==> config.mk <==
export PLATFORM = sky130hd
export DESIGN_NAME = swh_master
export DESIGN_NICKNAME = d
export VERILOG_FILES = /design/src/rtl/swh_pkg.sv /design/src/rtl/swh_master.sv
export SDC_FILE = /design/constraint.sdc
export NUM_CORES = 1
export LEC_CHECK = 0
export BUFFER_PORTS_ARGS = -buffer_cell sky130_fd_sc_hd__clkbuf_2
export CAP_MARGIN = 20
export CORE_UTILIZATION = 64
export DETAILED_ROUTE_END_ITERATION = 10
export PLACE_DENSITY = 0.86
export REMOVE_ABC_BUFFERS = 1
export SLEW_MARGIN = 20
export SYNTH_ARGS = -nofsm -noshare
export SYNTH_HDL_FRONTEND = slang
export SYNTH_SLANG_ARGS = --single-unit
==> constraint.sdc <==
create_clock -name clk_in -period 7 [get_ports clk_in]
set_input_delay 2.1 -clock clk_in [delete_from_list [all_inputs] [get_ports clk_in]]
set_output_delay 2.1 -clock clk_in [all_outputs]
set_load 0.01 [all_outputs]
==> src/rtl/swh_pkg.sv <==
// constants and types for the single-wire sensor bus master
// assumes a 10 MHz system clock; all bus times are derived from it
`default_nettype none
package swh_pkg;
  localparam int CLK_MHZ = 10;
  localparam int CW      = 24;
  // bus times in microseconds
  localparam int PWRUP_US      = 3000;
  localparam int RST_LOW_US    = 480;
  localparam int RST_WAIT_US   = 480;
  localparam int PRES_SMP_US   = 70;
  localparam int SLOT_US       = 65;
  localparam int REC_US        = 1;
  localparam int RD_LOW_US     = 5;
  localparam int RD_SMP_US     = 15;
  localparam int W0_LOW_US     = 60;
  localparam int W1_LOW_US     = 5;
  localparam int CONV_US       = 750000;
  // cycle counts at the clock rate
  localparam int PWRUP_CYC     = PWRUP_US * CLK_MHZ;
  localparam int RST_LOW_CYC   = RST_LOW_US * CLK_MHZ;
  localparam int RST_WAIT_CYC  = RST_WAIT_US * CLK_MHZ;
  localparam int PRES_SMP_CYC  = PRES_SMP_US * CLK_MHZ;
  localparam int SLOT_CYC      = SLOT_US * CLK_MHZ;
  localparam int REC_CYC       = REC_US * CLK_MHZ;
  localparam int RD_LOW_CYC    = RD_LOW_US * CLK_MHZ;
  localparam int RD_SMP_CYC    = RD_SMP_US * CLK_MHZ;
  localparam int W0_LOW_CYC    = W0_LOW_US * CLK_MHZ;
  localparam int W1_LOW_CYC    = W1_LOW_US * CLK_MHZ;
  localparam int CONV_CYC      = CONV_US * CLK_MHZ;
  // command codes, CRC constants and identifier byte count
  localparam logic [7:0] CMD_SEARCH  = 8'hF0;
  localparam logic [7:0] CMD_ASEARCH = 8'hEC;
  localparam logic [7:0] CMD_READID  = 8'h33;
  localparam logic [7:0] CMD_MATCH   = 8'h55;
  localparam logic [7:0] CMD_SKIP    = 8'hCC;
  localparam logic [7:0] CMD_CONVERT = 8'h44;
  localparam logic [7:0] CMD_RDBUF   = 8'hBE;
  localparam logic [7:0] CMD_WRBUF   = 8'h4E;
  localparam logic [7:0] CRC_POLY    = 8'h8C;
  localparam logic [7:0] CRC_INIT    = 8'h00;
  localparam logic [2:0] ID_BYTES_M1 = 3'h7;

  typedef enum logic [1:0] {
    SWH_OP_RESET   = 2'h0,
    SWH_OP_WRITE   = 2'h1,
    SWH_OP_READ    = 2'h2,
    SWH_OP_TRIPLET = 2'h3
  } swh_op_t;

  typedef enum logic [2:0] {
    SWH_ST_POWER    = 3'h0,
    SWH_ST_IDLE     = 3'h1,
    SWH_ST_RST_LOW  = 3'h2,
    SWH_ST_RST_WAIT = 3'h3,
    SWH_ST_SLOT     = 3'h4,
    SWH_ST_RECOV    = 3'h5,
    SWH_ST_CONV     = 3'h6
  } swh_state_t;

  typedef enum logic [2:0] {
    SWH_PH_NONE   = 3'h0,
    SWH_PH_ADDR   = 3'h1,
    SWH_PH_ADATA  = 3'h2,
    SWH_PH_SEARCH = 3'h3,
    SWH_PH_FUNC   = 3'h4,
    SWH_PH_FDATA  = 3'h5
  } swh_phase_t;
endpackage
`default_nettype wire
==> src/rtl/swh_master.sv <==
// bus master for a single-wire open-drain temperature sensor bus
// assumes pin pulled up externally; dq_in is asynchronous to clk_in
// Function
// reset pulse holds line low 480us
// presence sampled low at 70us
// master starts all slots from falling edge
// slot at least 65us, recovery 1us
// read slot opened by low pulse
// device drives zero 15 to 60us
// release at 5us, sample at 15us
// write slot opened by low pulse
// write zero holds low 60us
// write one releases within 15us
// no traffic for 3ms after power-up
// reset, addressing, function, in order
// search: bit, complement, chosen bit
// decode search pair, both ones fault
// alarm search runs like search
// read identifier streams 64 bits
// match sends 64-bit identifier
// no buffer read after skip
// wait for conversion before traffic
// buffer read nine bytes, reset ends
// buffer write bytes 3 to 5
// everything least significant bit first
// CRC x8+x5+x4+1, init zero
// presence covers master sampling point
// device samples write slot midway
`default_nettype none
module swh_master #(
  parameter int PWRUP_CYC_P    = swh_pkg::PWRUP_CYC,
  parameter int RST_LOW_CYC_P  = swh_pkg::RST_LOW_CYC,
  parameter int RST_WAIT_CYC_P = swh_pkg::RST_WAIT_CYC,
  parameter int CONV_CYC_P     = swh_pkg::CONV_CYC
) (
  input  wire logic            clk_in,
  input  wire logic            rst_n_in,
  input  wire logic            cmd_valid_in,
  input  wire swh_pkg::swh_op_t cmd_op_in,
  input  wire logic [7:0]      cmd_data_in,
  input  wire logic            cmd_dir_in,
  output logic                 cmd_ready_out,
  output logic                 done_out,
  output logic                 err_out,
  output logic                 fault_out,
  output logic                 presence_out,
  output logic [7:0]           rd_data_out,
  output logic [2:0]           trip_out,
  output logic [7:0]           crc_out,
  input  wire logic            dq_in,
  output logic                 dq_out,
  output logic                 dq_oe_out
);
  import swh_pkg::*;

  localparam logic [CW-1:0] C_PWRUP   = CW'(PWRUP_CYC_P - 1);
  localparam logic [CW-1:0] C_RSTLOW  = CW'(RST_LOW_CYC_P - 1);
  localparam logic [CW-1:0] C_RSTWAIT = CW'(RST_WAIT_CYC_P - 1);
  localparam logic [CW-1:0] C_CONV    = CW'(CONV_CYC_P - 1);
  localparam logic [CW-1:0] C_PRES    = CW'(PRES_SMP_CYC);
  localparam logic [CW-1:0] C_SLOT    = CW'(SLOT_CYC - 1);
  localparam logic [CW-1:0] C_REC     = CW'(REC_CYC - 1);
  localparam logic [CW-1:0] C_RDLOW   = CW'(RD_LOW_CYC);
  localparam logic [CW-1:0] C_RDSMP   = CW'(RD_SMP_CYC);
  localparam logic [CW-1:0] C_W0LOW   = CW'(W0_LOW_CYC);
  localparam logic [CW-1:0] C_W1LOW   = CW'(W1_LOW_CYC);

  function automatic logic [7:0] crc_step(input logic [7:0] crc, input logic b);
    logic fb;
    fb = crc[0] ^ b;
    crc_step = (crc >> 1) ^ (fb ? CRC_POLY : 8'h00);
  endfunction

  swh_state_t state_reg, state_next;
  swh_phase_t phase_reg, phase_next;
  swh_op_t    op_reg, op_next;
  logic [CW-1:0] cnt_reg, cnt_next;
  logic [7:0] shift_reg, shift_next, crc_reg, crc_next, rd_reg, rd_next;
  logic [2:0] bit_reg, bit_next, acnt_reg, acnt_next, trip_reg, trip_next;
  logic [1:0] step_reg, step_next, pair_reg, pair_next;
  logic       wr_reg, wr_next, sbit_reg, sbit_next, samp_reg, samp_next;
  logic       dir_reg, dir_next, skip_reg, skip_next, conv_reg, conv_next;
  logic       pres_reg, pres_next, done_reg, done_next, err_reg, err_next;
  logic       fault_reg, fault_next, oe_reg, oe_next;
  logic       dq_meta_reg, dq_sync_reg;
  logic       accept, legal;
  logic [CW-1:0] low_len;
  logic [15:0] low_run_reg;

  assign cmd_ready_out = (state_reg == SWH_ST_IDLE);
  assign accept        = cmd_valid_in && cmd_ready_out;
  assign done_out      = done_reg;
  assign err_out       = err_reg;
  assign fault_out     = fault_reg;
  assign presence_out  = pres_reg;
  assign rd_data_out   = rd_reg;
  assign trip_out      = trip_reg;
  assign crc_out       = crc_reg;
  assign dq_out        = 1'b0;
  assign dq_oe_out     = oe_reg;
  assign low_len       = wr_reg ? (sbit_reg ? C_W1LOW : C_W0LOW) : C_RDLOW;

  // legality of a request against the transaction order
  always_comb begin
    legal = 1'b0;
    unique case (phase_reg)
      SWH_PH_NONE:   legal = (cmd_op_in == SWH_OP_RESET);
      SWH_PH_ADDR:   legal = (cmd_op_in == SWH_OP_RESET) || ((cmd_op_in == SWH_OP_WRITE) &&
                             (cmd_data_in == CMD_SEARCH || cmd_data_in == CMD_ASEARCH ||
                              cmd_data_in == CMD_READID || cmd_data_in == CMD_MATCH || cmd_data_in == CMD_SKIP));
      SWH_PH_SEARCH: legal = (cmd_op_in == SWH_OP_RESET) || (cmd_op_in == SWH_OP_TRIPLET);
      SWH_PH_FUNC:   legal = (cmd_op_in == SWH_OP_RESET) || ((cmd_op_in == SWH_OP_WRITE) &&
                             (cmd_data_in == CMD_CONVERT || cmd_data_in == CMD_WRBUF ||
                              (cmd_data_in == CMD_RDBUF && !skip_reg)));
      default:       legal = (cmd_op_in != SWH_OP_TRIPLET);
    endcase
  end

  always_comb begin
    state_next = state_reg;
    phase_next = phase_reg;
    op_next    = op_reg;
    cnt_next   = cnt_reg + 1'b1;
    shift_next = shift_reg;
    crc_next   = crc_reg;
    rd_next    = rd_reg;
    bit_next   = bit_reg;
    acnt_next  = acnt_reg;
    trip_next  = trip_reg;
    step_next  = step_reg;
    pair_next  = pair_reg;
    wr_next    = wr_reg;
    sbit_next  = sbit_reg;
    samp_next  = samp_reg;
    dir_next   = dir_reg;
    skip_next  = skip_reg;
    conv_next  = conv_reg;
    pres_next  = pres_reg;
    done_next  = 1'b0;
    err_next   = 1'b0;
    fault_next = fault_reg;
    oe_next    = 1'b0;
    unique case (state_reg)
      SWH_ST_POWER: begin
        if (cnt_reg == C_PWRUP) begin
          state_next = SWH_ST_IDLE;
        end
      end
      SWH_ST_IDLE: begin
        cnt_next = '0;
        if (accept && !legal) begin
          err_next = 1'b1;
        end else if (accept) begin
          op_next    = cmd_op_in;
          shift_next = cmd_data_in;
          dir_next   = cmd_dir_in;
          bit_next   = 3'h0;
          step_next  = 2'h0;
          fault_next = 1'b0;
          wr_next    = (cmd_op_in == SWH_OP_WRITE);
          sbit_next  = cmd_data_in[0];
          state_next = SWH_ST_SLOT;
          unique case (cmd_op_in)
            SWH_OP_RESET: begin
              state_next = SWH_ST_RST_LOW;
              phase_next = SWH_PH_ADDR;
              skip_next  = 1'b0;
              crc_next   = CRC_INIT;
            end
            SWH_OP_WRITE: begin
              if (phase_reg == SWH_PH_ADDR) begin
                acnt_next  = 3'h0;
                crc_next   = CRC_INIT;
                skip_next  = (cmd_data_in == CMD_SKIP);
                phase_next = (cmd_data_in == CMD_SKIP) ? SWH_PH_FUNC :
                             (cmd_data_in == CMD_SEARCH || cmd_data_in == CMD_ASEARCH) ? SWH_PH_SEARCH :
                             SWH_PH_ADATA;
              end else if (phase_reg == SWH_PH_FUNC) begin
                crc_next   = CRC_INIT;
                conv_next  = (cmd_data_in == CMD_CONVERT);
                phase_next = (cmd_data_in == CMD_CONVERT) ? SWH_PH_NONE : SWH_PH_FDATA;
              end
            end
            SWH_OP_TRIPLET: begin
              wr_next = 1'b0;
            end
            default: begin
              wr_next = 1'b0;
            end
          endcase
          if ((cmd_op_in != SWH_OP_RESET) && (phase_reg == SWH_PH_ADATA)) begin
            acnt_next = acnt_reg + 3'h1;
            if (acnt_reg == ID_BYTES_M1) begin
              phase_next = SWH_PH_FUNC;
            end
          end
        end
      end
      SWH_ST_RST_LOW: begin
        oe_next = 1'b1;
        if (cnt_reg == C_RSTLOW) begin
          state_next = SWH_ST_RST_WAIT;
          cnt_next   = '0;
        end
      end
      SWH_ST_RST_WAIT: begin
        if (cnt_reg == C_PRES) begin
          pres_next = !dq_sync_reg;
        end
        if (cnt_reg == C_RSTWAIT) begin
          state_next = SWH_ST_IDLE;
          done_next  = 1'b1;
        end
      end
      SWH_ST_SLOT: begin
        oe_next = (cnt_reg < low_len);
        if (!wr_reg && cnt_reg == C_RDSMP) begin
          samp_next = dq_sync_reg;
        end
        if (cnt_reg == C_SLOT) begin
          state_next = SWH_ST_RECOV;
          cnt_next   = '0;
        end
      end
      SWH_ST_RECOV: begin
        if (cnt_reg == C_REC) begin
          state_next = SWH_ST_SLOT;
          cnt_next   = '0;
          if (op_reg == SWH_OP_TRIPLET) begin
            step_next = step_reg + 2'h1;
            if (step_reg == 2'h0) begin
              pair_next[0] = samp_reg;
            end else if (step_reg == 2'h1) begin
              pair_next[1] = samp_reg;
              wr_next      = 1'b1;
              unique case ({samp_reg, pair_reg[0]})
                2'b00:   sbit_next = dir_reg;
                2'b10:   sbit_next = 1'b0;
                2'b01:   sbit_next = 1'b1;
                default: sbit_next = 1'b0;
              endcase
              if (samp_reg && pair_reg[0]) begin
                fault_next = 1'b1;
                err_next   = 1'b1;
                done_next  = 1'b1;
                trip_next  = {1'b0, samp_reg, pair_reg[0]};
                state_next = SWH_ST_IDLE;
              end
            end else begin
              trip_next  = {sbit_reg, pair_reg[1], pair_reg[0]};
              done_next  = 1'b1;
              state_next = SWH_ST_IDLE;
            end
          end else begin
            bit_next = bit_reg + 3'h1;
            if (wr_reg) begin
              shift_next = {1'b0, shift_reg[7:1]};
            end else begin
              shift_next = {samp_reg, shift_reg[7:1]};
              crc_next   = crc_step(crc_reg, samp_reg);
            end
            sbit_next = shift_next[0];
            if (bit_reg == 3'h7) begin
              rd_next    = shift_next;
              done_next  = 1'b1;
              state_next = conv_reg ? SWH_ST_CONV : SWH_ST_IDLE;
            end
          end
        end
      end
      SWH_ST_CONV: begin
        conv_next = 1'b0;
        if (cnt_reg == C_CONV) begin
          state_next = SWH_ST_IDLE;
        end
      end
      default: begin
        state_next = SWH_ST_IDLE;
      end
    endcase
  end

  always_ff @(posedge clk_in) begin
    dq_meta_reg <= dq_in;
    dq_sync_reg <= dq_meta_reg;
    if (!rst_n_in) begin
      state_reg <= SWH_ST_POWER;
      phase_reg <= SWH_PH_NONE;
      op_reg    <= SWH_OP_RESET;
      cnt_reg   <= '0;
      shift_reg <= 8'h00;
      crc_reg   <= CRC_INIT;
      rd_reg    <= 8'h00;
      bit_reg   <= 3'h0;
      acnt_reg  <= 3'h0;
      trip_reg  <= 3'h0;
      step_reg  <= 2'h0;
      pair_reg  <= 2'h0;
      wr_reg    <= 1'b0;
      sbit_reg  <= 1'b0;
      samp_reg  <= 1'b0;
      dir_reg   <= 1'b0;
      skip_reg  <= 1'b0;
      conv_reg  <= 1'b0;
      pres_reg  <= 1'b0;
      done_reg  <= 1'b0;
      err_reg   <= 1'b0;
      fault_reg <= 1'b0;
      oe_reg    <= 1'b0;
      low_run_reg <= 16'h0000;
    end else begin
      state_reg <= state_next;
      phase_reg <= phase_next;
      op_reg    <= op_next;
      cnt_reg   <= cnt_next;
      shift_reg <= shift_next;
      crc_reg   <= crc_next;
      rd_reg    <= rd_next;
      bit_reg   <= bit_next;
      acnt_reg  <= acnt_next;
      trip_reg  <= trip_next;
      step_reg  <= step_next;
      pair_reg  <= pair_next;
      wr_reg    <= wr_next;
      sbit_reg  <= sbit_next;
      samp_reg  <= samp_next;
      dir_reg   <= dir_next;
      skip_reg  <= skip_next;
      conv_reg  <= conv_next;
      pres_reg  <= pres_next;
      done_reg  <= done_next;
      err_reg   <= err_next;
      fault_reg <= fault_next;
      oe_reg    <= oe_next;
      low_run_reg <= oe_reg ? low_run_reg + 16'h0001 : 16'h0000;
    end
  end
endmodule
`default_nettype wire

==> metrics <==
critical path class primary input to flop; post-route standard cell area excluding fillers 4786 um2; multiplexer share of the synthesized area 4.061%; share of the synthesized area in compound gates (AO/OA/AOI/OAI) 15.20%; Req. time, crit path 7280 ps; worst reg2reg path startpoint state_reg[0]$_SDFFE_PN0P_; pre-CTS setup slack 2041 ps; maximum root-to-sink buffer count 2; main combinational cell family by area after synthesis simple AND/OR/NAND/NOR gates; Endpoint, Worst Hold dq_sync_reg$_DFF_P_; number of cell instances on the worst register-to-register path 7; half-perimeter wire length after detailed placement 7492 um; # hold bufs at CTS 0; transition time at the pin with the least slew margin 774.6 ps; Post-synth EDFFs 0; via count of the first global-routing pass 3700; DR vias 4018; share of layout cells above drive strength 1 13.88%; Tcrit/Tclk final 66.39%; data arrival time of the critical path 4930 ps; number of clock buffers inserted by TritonCTS 9; number of antenna violations at the first check in global routing 0; flop-to-flop setup slack 3690 ps; Synth Area in Adders 3.948%; count of clock tree sinks 81; Total Negative Setup Slacks 0 ps; post-layout instance count excluding filler cells 639; f_max 215.2 MHz; Via-to-Cell Ratio 6.288; top fanout value on the critical path 18; outcome completed; area fraction in and, or, nand and nor cells after synthesis 30.46%; number of gates resized after CTS 0; width of the die 85.26 um; post-CTS setup repair buffer count 0; insertion delay of the later-clocked pin in the worst-skew pair 370 ps; total of flip-flops plus latches after synthesis 81; Area growth, synth to finish 7.868%; Row Count 29; core area 6531 um2; starting DRC count in detailed routing 311; Slew HR 48.36%; Fin. Hold Viols 0; Routed WL 10580 um; Critical Path End Type flop; Mapped Avg Cell Area 8.278 um2; final worst path period need 4647 ps; Post-Place Cells 623; register area share after synthesis 36.55%; area enclosed by the die boundary 7269 um2; number of detailed-route iterations in the first pass 5; number of unique standard cell types used by synthesis 67; worst-case vdd ir drop 0.2315 mV; number of design rule violations left after detail routing 0; worst reg2reg endpoint shift_reg[5]$_SDFFE_PN0P_; end-of-flow core utilization 73.28%; number of synthesis warnings 0; CTS tree done; leakage power summed over all cells 1.876 nW; Min-Delay Path Depth 0; fraction of synthesis flops using an asynchronous set or reset pin 0%; total congestion overflow after global routing 0; Slew Limit Fails 0; Clock H-tree levels 3; areal power density over the cells 217.6 nW/um2; die height 85.26 um; fin worst setup slack 2353 ps; worst hold path type flop to flop; Clock Skew 9.079 ps; final routed wire length divided by cell count 16.56 um; final net count 586; unrepaired setup endpoints after global routing no; clock transition time at the flip-flop clock pins of the worst setup and hold paths 100 ps; Final setup violation count 0; largest net degree at the start of global routing 38; root buffer selected by CTS sky130_fd_sc_hd__clkbuf_8; effective utilization at floorplan 67.93%; first-pass GRT wire length 17470 um; standard cell area after detailed placement 4588 um2; n_diodes 0; # Max-Cap Violations 0; origin of the worst min-delay path dq_meta_reg$_DFF_P_; ports placed on the boundary 41; cell area after synthesis 4437 um2; XOR/XNOR share of the synthesized area 4.935%; number of flip-flops under the largest register name 24; count of nets left with antenna violations after detail routing 0; Post-Synthesis Cells 536; gr usage total 30.13%; I/O Buffers 39; critical path startpoint category primary input; final weighted congestion of routability-driven global placement 0.9207; leading register cell type out of synthesis sky130_fd_sc_hd__dfxtp_1
==> where the power goes <==
group	switching, mW	leakage, nW	total [mW]	internal (mW)
Sequential	0.0354	0.654	0.512	0.477
Clock	0.204	0.0946	0.344	0.140
Combinational	0.115	1.13	0.185	0.0699
==> worst max-delay path, cell delays in order <==
cell	delay, ps
sky130_fd_sc_hd__clkbuf_2	140
sky130_fd_sc_hd__nor4bb_1	360
sky130_fd_sc_hd__and3_1	330
sky130_fd_sc_hd__a2111oi_2	90
sky130_fd_sc_hd__or4b_1	890
sky130_fd_sc_hd__a21oi_4	600
sky130_fd_sc_hd__nor2_1	140
sky130_fd_sc_hd__a311oi_2	280
==> worst max path at each step <==
stage                     slack, ps  cells after the start      startpoint                        end
after floorplan                2540                      7  cmd_data_in[5]  shift_reg[1]$_SDFFE_PN0P_
after global placement         2180                      8  cmd_data_in[5]  shift_reg[4]$_SDFFE_PN0P_
after detailed placement       2040                      8  cmd_data_in[6]  shift_reg[5]$_SDFFE_PN0P_
after CTS                      2420                      8  cmd_data_in[6]  shift_reg[5]$_SDFFE_PN0P_
after global routing           2220                      8  cmd_data_in[7]  shift_reg[3]$_SDFFE_PN0P_
final                          2350                      8  cmd_data_in[6]  shift_reg[5]$_SDFFE_PN0P_
==> cell usage after synthesis, types with 3 or more instances <==
master | instances | area [um2]
sky130_fd_sc_hd__a211oi_1 | 4 | 30.03
sky130_fd_sc_hd__a21oi_1 | 21 | 105.1
sky130_fd_sc_hd__a22oi_1 | 4 | 30.03
sky130_fd_sc_hd__a311oi_2 | 6 | 90.09
sky130_fd_sc_hd__a31oi_1 | 4 | 25.02
sky130_fd_sc_hd__and2_1 | 5 | 31.28
sky130_fd_sc_hd__and3_1 | 12 | 75.07
sky130_fd_sc_hd__and4_1 | 5 | 43.79
sky130_fd_sc_hd__buf_2 | 7 | 35.03
sky130_fd_sc_hd__buf_4 | 3 | 22.52
sky130_fd_sc_hd__clkbuf_1 | 18 | 67.56
sky130_fd_sc_hd__dfxtp_1 | 81 | 1622
sky130_fd_sc_hd__ha_1 | 14 | 175.2
sky130_fd_sc_hd__inv_1 | 16 | 60.06
sky130_fd_sc_hd__mux2i_1 | 18 | 180.2
sky130_fd_sc_hd__nand2_1 | 56 | 210.2
sky130_fd_sc_hd__nand2b_1 | 10 | 62.56
sky130_fd_sc_hd__nand3_1 | 22 | 110.1
sky130_fd_sc_hd__nand4_1 | 15 | 93.84
sky130_fd_sc_hd__nand4b_1 | 3 | 26.28
sky130_fd_sc_hd__nor2_1 | 81 | 304.0
sky130_fd_sc_hd__nor2b_1 | 8 | 50.05
sky130_fd_sc_hd__nor3_1 | 13 | 65.06
sky130_fd_sc_hd__nor3b_1 | 3 | 22.52
sky130_fd_sc_hd__nor4_1 | 3 | 18.77
sky130_fd_sc_hd__nor4b_1 | 4 | 35.03
sky130_fd_sc_hd__nor4bb_1 | 3 | 30.03
sky130_fd_sc_hd__o211a_1 | 3 | 30.03
sky130_fd_sc_hd__o21ai_0 | 15 | 75.07
sky130_fd_sc_hd__o22ai_1 | 4 | 25.02
sky130_fd_sc_hd__o41ai_1 | 5 | 43.79
sky130_fd_sc_hd__xnor2_1 | 9 | 78.83
sky130_fd_sc_hd__xor2_1 | 16 | 140.1
==> cell families (layout without fill, tap and decap cells) <==
logic type / after synthesis / after routing
AOI/OAI and AO/OA: 88 / 88
xor gates and xnor gates: 25 / 25
adders and majority gates: 14 / 14
buffers and inverters: 47 / 73
DFF: 81 / 81
muxes: 18 / 18
other: 1 / 1
and+or+nand+nor: 262 / 262
==> routing by layer <==
layer / global-route usage (%) / share of wire [%]
met5: 0 / 0
met4: 8.788 / 1.6
met3: 5.837 / 5.6
met2: 48.02 / 45
met1: 41.65 / 47
==> cell usage in the layout, fill, tap and decap left out, types with 5 or more instances in the layout <==
cell,count
sky130_fd_sc_hd__xnor2_1,9
sky130_fd_sc_hd__a311oi_2,6
sky130_fd_sc_hd__and4_1,5
sky130_fd_sc_hd__mux2i_1,18
sky130_fd_sc_hd__dfxtp_1,81
sky130_fd_sc_hd__xor2_1,16
sky130_fd_sc_hd__inv_1,16
sky130_fd_sc_hd__nand3_1,22
sky130_fd_sc_hd__nor2_1,81
sky130_fd_sc_hd__nand4_1,15
sky130_fd_sc_hd__nand2b_1,10
sky130_fd_sc_hd__and2_1,5
sky130_fd_sc_hd__nor2b_1,8
sky130_fd_sc_hd__clkbuf_2,39
sky130_fd_sc_hd__o41ai_1,5
sky130_fd_sc_hd__clkbuf_8,9
sky130_fd_sc_hd__and3_1,12
sky130_fd_sc_hd__ha_1,14
sky130_fd_sc_hd__nor3_1,13
sky130_fd_sc_hd__nand2_1,56
sky130_fd_sc_hd__o21ai_0,15
sky130_fd_sc_hd__a21oi_1,21
==> area by class of cell <==
type	instances	area, um2
multi-input combinational	408	2604
fill	506	1745
sequential	81	1622
timing repair buffer	40	202.7
clock buffer	9	123.9
tap	77	96.34
clock inverter	7	73.82
inverter	17	63.81
==> stage by stage <==
| step | power [mW] | hold slack, ps |
|---|---|---|
| 6_report | 1.041 | 359.9 |
| 5_1_grt | 1.087 | 376.1 |
| 4_1_cts | 1.040 | 367.7 |
| 3_5_place_dp | 0.7042 | 332.1 |
| 3_3_place_gp | 0.6984 | 311.2 |
| 2_1_floorplan | 0.6427 | 309.6 |
Power figures use the tool's default switching activity.
